`config.mk`:
```
export PLATFORM = sky130hd
export DESIGN_NAME = host_port_ctrl
export DESIGN_NICKNAME = d
export VERILOG_FILES = /design/src/host_port_ctrl.v
export VERILOG_INCLUDE_DIRS = /design/src
export SDC_FILE = /design/constraint.sdc
export NUM_CORES = 1
export LEC_CHECK = 0
export BUFFER_PORTS_ARGS = -buffer_cell sky130_fd_sc_hd__buf_2
export CAP_MARGIN = 40
export CORE_ASPECT_RATIO = 0.8
export CORE_MARGIN = 4
export CORE_UTILIZATION = 35
export CTS_BUF_LIST = sky130_fd_sc_hd__clkbuf_4
export DETAILED_ROUTE_END_ITERATION = 8
export PLACE_DENSITY_LB_ADDON = 0.1
export SLEW_MARGIN = 15
export SYNTH_ARGS = -nofsm -noshare
export SYNTH_HDL_FRONTEND = slang
export SYNTH_SLANG_ARGS = --single-unit
```
`constraint.sdc`:
```
create_clock -name pclk -period 2.8 [get_ports pclk]
set_input_delay 0.56 -clock pclk [delete_from_list [all_inputs] [get_ports pclk]]
set_output_delay 0.56 -clock pclk [all_outputs]
set_load 0.02 [all_outputs]
```
`src/host_port_defs.vh`:
```
// Register offsets, field positions, reset values and timing counts
// Assumes inclusion by the host port controller and its testbench
`ifndef HOST_PORT_DEFS_VH
`define HOST_PORT_DEFS_VH

`define OFS_DYNAMIC_FIFO_CONFIG 12'h05c
`define OFS_PERIODIC_TX_FIFO_SIZE 12'h100
`define OFS_IN_EP1_TX_FIFO_SIZE 12'h104
`define OFS_IN_EP2_TX_FIFO_SIZE 12'h108
`define OFS_IN_EP3_TX_FIFO_SIZE 12'h10c
`define OFS_HARDWARE_CONFIG_FOUR 12'h050
`define OFS_HOST_CONFIGURATION 12'h400
`define OFS_HOST_FRAME_INTERVAL 12'h404
`define OFS_HOST_FRAME_NUMBER 12'h408
`define OFS_PERIODIC_QUEUE_STATUS 12'h410
`define OFS_CHANNEL_INT_SUMMARY 12'h414
`define OFS_CHANNEL_INT_MASK 12'h418
`define OFS_PORT_CONTROL_STATUS 12'h440
`define OFS_PORT_EVENT_INPUTS 12'h444

`define RST_DYNAMIC_FIFO_CONFIG 32'h00000c00
`define RST_PERIODIC_TX_FIFO_SIZE 32'h02000315
`define RST_IN_EP1_TX_FIFO_SIZE 32'h01000235
`define RST_IN_EP2_TX_FIFO_SIZE 32'h01000335
`define RST_IN_EP3_TX_FIFO_SIZE 32'h02000435
`define RST_HARDWARE_CONFIG_FOUR 32'h63f0a010
`define RST_FRAME_INTERVAL 16'hea60
`define RST_FRAME_COUNT 16'h3fff
`define MAX_FRAME_COUNT 16'h3fff

`define CFG_MODE_TIMER 27
`define CFG_PER_SCHED 26
`define CFG_LIST_HI 25
`define CFG_LIST_LO 24
`define CFG_DESC_DMA 23

`define PRT_SPEED_HI 18
`define PRT_SPEED_LO 17
`define PRT_TEST_HI 16
`define PRT_TEST_LO 13
`define PRT_POWER 12
`define PRT_OC_CHANGE 5
`define PRT_OC_ACTIVE 4
`define PRT_EN_CHANGE 3
`define PRT_ENABLED 2
`define PRT_CONNECT 1
`define PRT_CONN_STATUS 0

`define FIFO_DEPTH_MIN 16'd16
`define FIFO_DEPTH_MAX 16'h8000

`define MODE_WAIT_PHY_CLOCKS 200
`define MICROFRAME_US 125

`endif

```
`src/host_port_ctrl.v`:
```
// Host port, frame timing and configuration registers of a dual-role
// USB controller. Assumes an APB master on pclk and a PHY clocked
// synchronously to pclk, so one pclk stands for one PHY clock.
// Queue and FIFO fill levels arrive as inputs from the transfer engine.
//
// Summary of operation
// - With timer on, wait 200 clocks after resume, then opmode 10 to 00.
// - Frame list code 00 selects 8 entries, code 01 selects 16.
// - DMA mode from bus DMA and descriptor DMA bits; 0/1 is illegal.
// - Frame interval counts PHY clocks between SOFs, resets to 60000.
// - Remaining time counts down; at one reload interval and send SOF.
// - Frame number increments per SOF, wraps after 3fff, resets 3fff.
// - Queue head shows odd frame, channel, type and last-entry bits.
// - Queue space reports free request entries, zero to eight.
// - Periodic FIFO space reports free words, zero to 200 hex.
// - Channel summary has one read-only bit per channel, resets zero.
// - Channel mask per channel, resets zero, gates host interrupt.
// - Port speed encodes high 00, full 01, low 10.
// - Nonzero test code enters test mode and drives that pattern.
// - Overcurrent-change flag sets on overcurrent toggle, write 1 clears.
// - Enable-change flag sets on port-enabled change, write 1 clears.
// - Hardware sets port enabled; software may only disable by writing 1.
// - Connect sets connect flag and port interrupt; write 1 clears.
// - Data width field reads fixed 10, read-only constant.
// - Configuration word shows debounce present on bits 24 to 20.
// - FIFO depths in words, 16 to 32768; periodic FIFO 512 at 789.
`timescale 1ns/10ps
`include "host_port_defs.vh"

module host_port_ctrl #(
    parameter CLK_MHZ = 50,
    parameter CHANNELS = 12,
    parameter QUEUE_DEPTH = 8,
    parameter FIFO_WORDS = 512
) (
    input wire pclk,
    input wire presetn,
    input wire psel,
    input wire penable,
    input wire pwrite,
    input wire [11:0] paddr,
    input wire [31:0] pwdata,
    output reg [31:0] prdata,
    output wire pready,
    output wire pslverr,
    input wire bus_dma_enable,
    input wire device_connect,
    input wire port_enable_grant,
    input wire port_error_disable,
    input wire overcurrent_in,
    input wire [1:0] device_speed,
    input wire resume_end,
    input wire [CHANNELS-1:0] channel_event,
    input wire [QUEUE_DEPTH*8-1:0] queue_entries,
    input wire [3:0] queue_used,
    input wire [15:0] fifo_used,
    output reg [1:0] phy_opmode,
    output reg [3:0] test_pattern,
    output reg test_mode,
    output reg port_power,
    output reg sof_pulse,
    output reg [1:0] dma_mode,
    output reg dma_mode_illegal,
    output reg [6:0] list_entries,
    output reg port_interrupt_status,
    output reg host_channel_interrupt
);

// ------------------------------------------------------------------
// Constants
// ------------------------------------------------------------------
localparam [15:0] mode_wait = `MODE_WAIT_PHY_CLOCKS;
localparam [1:0] opmode_normal = 2'h0;
localparam [1:0] opmode_no_stuff = 2'h2;
localparam [1:0] dma_slave = 2'h0;
localparam [1:0] dma_buffered = 2'h1;
localparam [1:0] dma_scatter = 2'h2;
localparam [2:0] st_idle = 3'h1;
localparam [2:0] st_wait = 3'h2;
localparam [2:0] st_done = 3'h4;

function [15:0] clamp_depth;
    input [15:0] depth;
    begin
        if (depth < `FIFO_DEPTH_MIN)
            clamp_depth = `FIFO_DEPTH_MIN;
        else if (depth > `FIFO_DEPTH_MAX)
            clamp_depth = `FIFO_DEPTH_MAX;
        else
            clamp_depth = depth;
    end
endfunction

function [31:0] fifo_word;
    input [31:0] old;
    input [31:0] wr;
    begin
        fifo_word = {clamp_depth(wr[31:16]), wr[15:0]};
    end
endfunction

// ------------------------------------------------------------------
// Register storage
// ------------------------------------------------------------------
reg [31:0] dynamic_fifo_config;
reg [31:0] periodic_tx_fifo_size;
reg [31:0] in_ep1_tx_fifo_size;
reg [31:0] in_ep2_tx_fifo_size;
reg [31:0] in_ep3_tx_fifo_size;

reg mode_change_timer_enable;
reg periodic_schedule_enable;
reg [1:0] frame_list_entries;
reg descriptor_dma_select;
reg desc_dma_locked;

reg reload_control;
reg [15:0] frame_interval;
reg interval_locked;
reg [15:0] frame_remaining;
reg [15:0] frame_count;

reg [CHANNELS-1:0] channel_interrupt_summary;
reg [CHANNELS-1:0] channel_interrupt_mask;

reg port_enabled;
reg enable_change_flag;
reg overcurrent_active;
reg overcurrent_change_flag;
reg connect_detected;
reg connect_prev;

reg [15:0] mode_timer;
reg [2:0] mode_state;

wire wr_en = psel & penable & pwrite;
wire wr1_enabled = wr_en && paddr == `OFS_PORT_CONTROL_STATUS;

wire [7:0] periodic_queue_head = queue_entries[7:0];
wire [7:0] periodic_queue_space = QUEUE_DEPTH[7:0] - {4'h0, queue_used};
wire [15:0] fifo_space = FIFO_WORDS[15:0] - fifo_used;
wire [1:0] port_speed = device_speed;

assign pready = 1'b1;
assign pslverr = 1'b0;

// ------------------------------------------------------------------
// Configuration and FIFO sizing writes
// ------------------------------------------------------------------
always @(posedge pclk or negedge presetn) begin
    if (!presetn) begin
        dynamic_fifo_config <= `RST_DYNAMIC_FIFO_CONFIG;
        periodic_tx_fifo_size <= `RST_PERIODIC_TX_FIFO_SIZE;
        in_ep1_tx_fifo_size <= `RST_IN_EP1_TX_FIFO_SIZE;
        in_ep2_tx_fifo_size <= `RST_IN_EP2_TX_FIFO_SIZE;
        in_ep3_tx_fifo_size <= `RST_IN_EP3_TX_FIFO_SIZE;
        mode_change_timer_enable <= 1'b0;
        periodic_schedule_enable <= 1'b0;
        frame_list_entries <= 2'h0;
        descriptor_dma_select <= 1'b0;
        desc_dma_locked <= 1'b0;
        reload_control <= 1'b0;
        frame_interval <= `RST_FRAME_INTERVAL;
        interval_locked <= 1'b0;
        channel_interrupt_mask <= {CHANNELS{1'b0}};
        test_pattern <= 4'h0;
        port_power <= 1'b0;
    end else if (wr_en) begin
        case (paddr)
        `OFS_DYNAMIC_FIFO_CONFIG: dynamic_fifo_config <= pwdata;
        `OFS_PERIODIC_TX_FIFO_SIZE:
            periodic_tx_fifo_size <= fifo_word(periodic_tx_fifo_size, pwdata);
        `OFS_IN_EP1_TX_FIFO_SIZE:
            in_ep1_tx_fifo_size <= fifo_word(in_ep1_tx_fifo_size, pwdata);
        `OFS_IN_EP2_TX_FIFO_SIZE:
            in_ep2_tx_fifo_size <= fifo_word(in_ep2_tx_fifo_size, pwdata);
        `OFS_IN_EP3_TX_FIFO_SIZE:
            in_ep3_tx_fifo_size <= fifo_word(in_ep3_tx_fifo_size, pwdata);
        `OFS_HOST_CONFIGURATION: begin
            mode_change_timer_enable <= pwdata[`CFG_MODE_TIMER];
            periodic_schedule_enable <= pwdata[`CFG_PER_SCHED];
            frame_list_entries <= pwdata[`CFG_LIST_HI:`CFG_LIST_LO];
            // Only the first change after reset sticks
            if (!desc_dma_locked &&
                pwdata[`CFG_DESC_DMA] != descriptor_dma_select) begin
                descriptor_dma_select <= pwdata[`CFG_DESC_DMA];
                desc_dma_locked <= 1'b1;
            end
        end
        `OFS_HOST_FRAME_INTERVAL: begin
            reload_control <= pwdata[16];
            // Later writes need reload control set beforehand
            if (port_enabled && (!interval_locked || reload_control)) begin
                frame_interval <= pwdata[15:0];
                interval_locked <= 1'b1;
            end
        end
        `OFS_CHANNEL_INT_MASK:
            channel_interrupt_mask <= pwdata[CHANNELS-1:0];
        `OFS_PORT_CONTROL_STATUS: begin
            test_pattern <= pwdata[`PRT_TEST_HI:`PRT_TEST_LO];
            port_power <= pwdata[`PRT_POWER];
        end
        default: ;
        endcase
    end
end

always @* begin
    test_mode = test_pattern != 4'h0;
    case ({bus_dma_enable, descriptor_dma_select})
    2'b00: dma_mode = dma_slave;
    2'b10: dma_mode = dma_buffered;
    2'b11: dma_mode = dma_scatter;
    default: dma_mode = dma_slave;
    endcase
    dma_mode_illegal = !bus_dma_enable && descriptor_dma_select;

    case (frame_list_entries)
    2'b00: list_entries = 7'd8;
    2'b01: list_entries = 7'd16;
    2'b10: list_entries = 7'd32;
    default: list_entries = 7'd64;
    endcase

    port_interrupt_status = connect_detected | enable_change_flag |
        overcurrent_change_flag;
    host_channel_interrupt =
        |(channel_interrupt_summary & channel_interrupt_mask);
end

// ------------------------------------------------------------------
// Micro-frame timing
// ------------------------------------------------------------------
always @(posedge pclk or negedge presetn) begin
    if (!presetn) begin
        frame_remaining <= `RST_FRAME_INTERVAL;
        frame_count <= `RST_FRAME_COUNT;
        sof_pulse <= 1'b0;
    end else begin
        sof_pulse <= 1'b0;
        if (!port_enabled) begin
            frame_remaining <= frame_interval;
        end else if (frame_remaining <= 16'h1) begin
            // Reload one clock early so SOFs stand one interval apart
            frame_remaining <= frame_interval;
            sof_pulse <= 1'b1;
            if (frame_count == `MAX_FRAME_COUNT)
                frame_count <= 16'h0;
            else
                frame_count <= frame_count + 16'h1;
        end else begin
            frame_remaining <= frame_remaining - 16'h1;
        end
    end
end

// ------------------------------------------------------------------
// Resume-end opmode timer
// ------------------------------------------------------------------
always @(posedge pclk or negedge presetn) begin
    if (!presetn) begin
        mode_state <= st_idle;
        mode_timer <= 16'h0;
        phy_opmode <= opmode_normal;
    end else begin
        case (mode_state)
        st_idle:
            if (resume_end && mode_change_timer_enable) begin
                mode_state <= st_wait;
                mode_timer <= 16'h0;
                phy_opmode <= opmode_no_stuff;
            end
        st_wait:
            if (mode_timer == mode_wait - 16'h1) begin
                mode_state <= st_done;
                phy_opmode <= opmode_normal;
            end else begin
                mode_timer <= mode_timer + 16'h1;
            end
        st_done:
            mode_state <= st_idle;
        default:
            mode_state <= st_idle;
        endcase
    end
end

// ------------------------------------------------------------------
// Port status and change flags (flag set wins over clear; disable wins over grant)
// ------------------------------------------------------------------
always @(posedge pclk or negedge presetn) begin
    if (!presetn) begin
        port_enabled <= 1'b0;
        enable_change_flag <= 1'b0;
        overcurrent_active <= 1'b0;
        overcurrent_change_flag <= 1'b0;
        connect_detected <= 1'b0;
        connect_prev <= 1'b0;
        channel_interrupt_summary <= {CHANNELS{1'b0}};
    end else begin
        connect_prev <= device_connect;
        overcurrent_active <= overcurrent_in;
        channel_interrupt_summary <= channel_event;
        if (port_error_disable ||
            (wr1_enabled && pwdata[`PRT_ENABLED]))
            port_enabled <= 1'b0;
        else if (port_enable_grant)
            port_enabled <= 1'b1;
        if (port_enabled != (port_error_disable ? 1'b0 :
            (wr1_enabled && pwdata[`PRT_ENABLED]) ? 1'b0 :
            (port_enable_grant | port_enabled)))
            enable_change_flag <= 1'b1;
        else if (wr1_enabled && pwdata[`PRT_EN_CHANGE])
            enable_change_flag <= 1'b0;
        if (overcurrent_in != overcurrent_active)
            overcurrent_change_flag <= 1'b1;
        else if (wr1_enabled && pwdata[`PRT_OC_CHANGE])
            overcurrent_change_flag <= 1'b0;
        // Rising edge only, so a device held attached flags once
        if (device_connect && !connect_prev)
            connect_detected <= 1'b1;
        else if (wr1_enabled && pwdata[`PRT_CONNECT])
            connect_detected <= 1'b0;
    end
end

// ------------------------------------------------------------------
// Read data
// ------------------------------------------------------------------
always @(posedge pclk or negedge presetn) begin
    if (!presetn) begin
        prdata <= 32'h0;
    end else if (psel && !penable && !pwrite) begin
        // Captured in setup; stands through the access phase
        case (paddr)
        `OFS_DYNAMIC_FIFO_CONFIG: prdata <= dynamic_fifo_config;
        `OFS_PERIODIC_TX_FIFO_SIZE: prdata <= periodic_tx_fifo_size;
        `OFS_IN_EP1_TX_FIFO_SIZE: prdata <= in_ep1_tx_fifo_size;
        `OFS_IN_EP2_TX_FIFO_SIZE: prdata <= in_ep2_tx_fifo_size;
        `OFS_IN_EP3_TX_FIFO_SIZE: prdata <= in_ep3_tx_fifo_size;
        `OFS_HARDWARE_CONFIG_FOUR:
            prdata <= `RST_HARDWARE_CONFIG_FOUR;
        `OFS_HOST_CONFIGURATION:
            prdata <= {4'h0, mode_change_timer_enable,
                periodic_schedule_enable, frame_list_entries,
                descriptor_dma_select, 23'h0};
        `OFS_HOST_FRAME_INTERVAL:
            prdata <= {15'h0, reload_control, frame_interval};
        `OFS_HOST_FRAME_NUMBER: prdata <= {frame_remaining, frame_count};
        `OFS_PERIODIC_QUEUE_STATUS:
            prdata <= {periodic_queue_head, periodic_queue_space, fifo_space};
        `OFS_CHANNEL_INT_SUMMARY:
            prdata <= {{(32-CHANNELS){1'b0}}, channel_interrupt_summary};
        `OFS_CHANNEL_INT_MASK:
            prdata <= {{(32-CHANNELS){1'b0}}, channel_interrupt_mask};
        `OFS_PORT_CONTROL_STATUS:
            prdata <= {13'h0, port_speed, test_pattern, port_power, 6'h0,
                overcurrent_change_flag, overcurrent_active,
                enable_change_flag, port_enabled, connect_detected,
                device_connect};
        `OFS_PORT_EVENT_INPUTS:
            prdata <= {30'h0, port_interrupt_status, host_channel_interrupt};
        default: prdata <= 32'h0;
        endcase
    end
end

endmodule // host_port_ctrl

```
==> impl_metrics.env <==
export IMPL_status="finished, final reports clean"
export IMPL_fin_area_um2=18300
export IMPL_whs_endpoint="port_enabled"
export IMPL_startpoint_type="flip-flop"
export IMPL_r2r_worst_path_cells=6
export IMPL_grt_pass1_vias=12408
export IMPL_path_max_fanout=4
export IMPL_cts_made_buffers=81
export IMPL_r2r_setup_slack_ps=220
export IMPL_fin_crit_sh_pct=93.5
export IMPL_ff_latch_area_um2=7680
export IMPL_hold_violations=0
export IMPL_ys_seq_area_share_pct=52.4
export IMPL_place_gp_congestion=0.953
export IMPL_clockBufferDepth=3
export IMPL_crit_slowest_cell="or4_1"
export IMPL_power_density_nw_per_um2=536
export IMPL_initial_utilization_pct=35.7
export IMPL_path_clk_slew_ps=70
export IMPL_grt_pass1_wl_um=82900
export IMPL_synth_area_per_cell_um2=10.8
export IMPL_die_x_um=237
export IMPL_hp_class="input port to flip-flop"
export IMPL_die_area_um2=45200
export IMPL_coreArea_um2=41000
export IMPL_slew_violations=0
export IMPL_layout_common_cells="dfrtp_1 (248), nand2_1 (155), buf_2 (146)"
export IMPL_fin_crit_ps=2620
export IMPL_antenna_found_initial=3
export IMPL_nFillCells=3969
export IMPL_slew_headroom_pct=50.8
export IMPL_drt_iter0_drc=1202
export IMPL_synth_edff_count=0
export IMPL_cap_violations=0
export IMPL_skew_ps=48.0
export IMPL_cts_tree="done"
export IMPL_grtUsageTotal_pct=24.7
export IMPL_finalPower_w=0.00980
export IMPL_setup_viol=0
export IMPL_worstPathRequired_ps=2240
export IMPL_yosysWarnings=0
export IMPL_area_delta_synth_final_pct=24.7
export IMPL_grt_overflow=0
export IMPL_num_rows=66
export IMPL_layout_nets=1818
export IMPL_power_leakage_nw=8.41
export IMPL_final_common_cell="dfrtp_1"
export IMPL_path_cells="or4_1, buf_2"
export IMPL_rsz0062_at_grt="false"
export IMPL_r2r_start="frame_remaining[7]"
export IMPL_drt_wirelength_per_cell_um=24.8
export IMPL_die_h_um=191
export IMPL_root_buffer="clkbuf_4"
export IMPL_max_freq_mhz=382
export IMPL_endpoint_kind="output port"
export IMPL_postSynthCellCount=1359
export IMPL_synthArstFlopShare_pct=100
export IMPL_clk_latency_ps=800
export IMPL_synth_area_um2=14700
export IMPL_cts_sink_count=304
export IMPL_routed_wl_um=56500
export IMPL_peakVddDrop_mv=0.309
export IMPL_multi_input_area_um2=6640
export IMPL_place_area_um2=16900
export IMPL_worstHoldStart="port_error_disable"
export IMPL_final_layout_size_suffix_gt1_share_pct=37.8
export IMPL_dp_hpwl_um=41600
export IMPL_worst_ep_arrival_time_ps=2060
export IMPL_holdPathStages=3
export IMPL_ys_types=76
export IMPL_ant_nets=0
export IMPL_h_tree_depth=3
export IMPL_drc=0
export IMPL_numPortBuffers=145
export IMPL_r2r_end="frame_count[0]"
export IMPL_drt_pass1_iterations=6
export IMPL_cpPeakStageDelay_ps=590
export IMPL_vias=12619
export IMPL_ys_flop_type="dfrtp_1"
export IMPL_worst_pin_slew_ps=719
export IMPL_synth_seq_cells=304
export IMPL_grt_max_degree=81
export IMPL_vias_per_cell=5.55
export IMPL_path_class="flip-flop to output port"
export IMPL_ioPinCount=208
## layer usage
metal  global-route usage [%]  share of wire (%)  vias to the layer above
met5                        0                  0                        -
met4                     7.18                3.0                        0
met3                     5.97                7.9                      108
met2                     34.9                 41                      533
met1                     37.5                 48                     6342
li1                         -                  -                     5636
## worst max-delay path: cells and delay by family (launching register included)
kind / cells / cell delay (ps)
AND/OR/NAND/NOR: 1 / 590
buffers and inverters: 1 / 180
flip-flops: 1 / 490
## power by group
part           leakage [nW]  switching (W)  internal [W]  total [W]
logic                  3.80       0.000500      0.000262   0.000763
registers              3.94       0.000108       0.00451    0.00461
clock network         0.679        0.00196       0.00246    0.00442
## state kept, by name, summed over array words and instances, names as in the netlist, 2 cells and up
signal and count:
in_ep1_tx_fifo_size 32, frame_interval 16, frame_remaining 16, in_ep3_tx_fifo_size 32
test_pattern 4, prdata 32, channel_interrupt_summary 12, in_ep2_tx_fifo_size 32
frame_list_entries 2, mode_state 3, frame_count 16, periodic_tx_fifo_size 32
mode_timer 16, dynamic_fifo_config 32, channel_interrupt_mask 12
## worst max path at each step
| stage | from | to | slack [ps] | cells after the start |
|---|---|---|---|---|
| floorplan | paddr[7] | dynamic_fifo_config[12] | 220 | 8 |
| global placement | paddr[3] | prdata[20] | -170 | 10 |
| detailed placement | paddr[2] | prdata[20] | 30 | 11 |
| CTS | channel_interrupt_summary[2] | host_channel_interrupt | 20 | 5 |
| global route | channel_interrupt_summary[7] | host_channel_interrupt | 20 | 5 |
| finish | test_pattern[0] | test_mode | 180 | 2 |
## cell families (layout without fill, tap and decap cells)
logic type | Yosys count | in the layout | synth area share [%]
simple gates | 430 | 430 | 14.4
compound gates | 306 | 306 | 13.6
flops | 304 | 304 | 52.4
mux | 171 | 171 | 13.6
buf+inv | 94 | 458 | 2.76
xor+xnor | 46 | 46 | 2.75
fa+ha+maj | 6 | 6 | 0.512
other cells | 2 | 10 | 0.0512
## through the flow
step                hold WS [ps]  setup slack, ps  util [%]  instances  setup TNS, ps
floorplan                    264              217         -       1363              0
global placement             408             -168      41.1       2098           -168
detailed placement           410             33.4      41.2       2101              0
CTS                         8.01             18.1      44.5       2270              0
global route                8.58             21.3      44.5       2275              0
finish                      58.7              183      44.5       2275              0
## timing repair
| action | 4_1_cts | 5_1_grt |
|---|---|---|
| setup endpoints to repair | 1 | 1 |
| resized for setup | 1 | 1 |
| pin swaps | 0 | 1 |
| buffers inserted | 0 | 1 |
| hold endpoints to repair | 71 | 0 |
| cloned | 0 | 0 |
| hold buffers | 18 | 0 |
## synth_stat cells, types with 5 or more instances
library cell | count | area share (%)
a211oi_1 | 6 | 0.31
a21oi_1 | 40 | 1.4
a221oi_1 | 12 | 0.72
a222oi_1 | 11 | 0.75
a22o_1 | 13 | 0.78
a22oi_1 | 40 | 2.0
a31oi_1 | 9 | 0.38
and2_1 | 8 | 0.34
and3_1 | 18 | 0.77
buf_1 | 8 | 0.20
buf_2 | 14 | 0.48
buf_4 | 6 | 0.31
clkbuf_1 | 50 | 1.3
dfrtp_1 | 248 | 42
dfstp_2 | 56 | 10
ha_1 | 6 | 0.51
inv_1 | 14 | 0.36
mux2_2 | 145 | 11
mux2i_1 | 18 | 1.2
mux4_2 | 8 | 1.2
nand2_1 | 158 | 4.0
nand2b_1 | 8 | 0.34
nand3_1 | 45 | 1.5
nand4_1 | 11 | 0.47
nor2_1 | 86 | 2.2
nor2b_1 | 7 | 0.30
nor3_1 | 21 | 0.72
nor4_1 | 18 | 0.77
o21a_1 | 6 | 0.31
o21ai_0 | 119 | 4.1
o22ai_1 | 7 | 0.30
or3_1 | 8 | 0.34
or4_1 | 10 | 0.51
or4b_2 | 5 | 0.34
xnor2_1 | 19 | 1.1
xor2_1 | 27 | 1.6
## layout make-up
cell class	instances	area share, %
Tap cell	544	3.72
Antenna cell	4	0.0548
Timing Repair Buffer	292	11.2
Sequential cell	304	42.0
Inverter	15	0.335
Multi-Input combinational cell	965	36.3
Clock buffer	129	5.30
Clock inverter	22	1.10
Note: power is estimated with default switching activity, not from simulation.
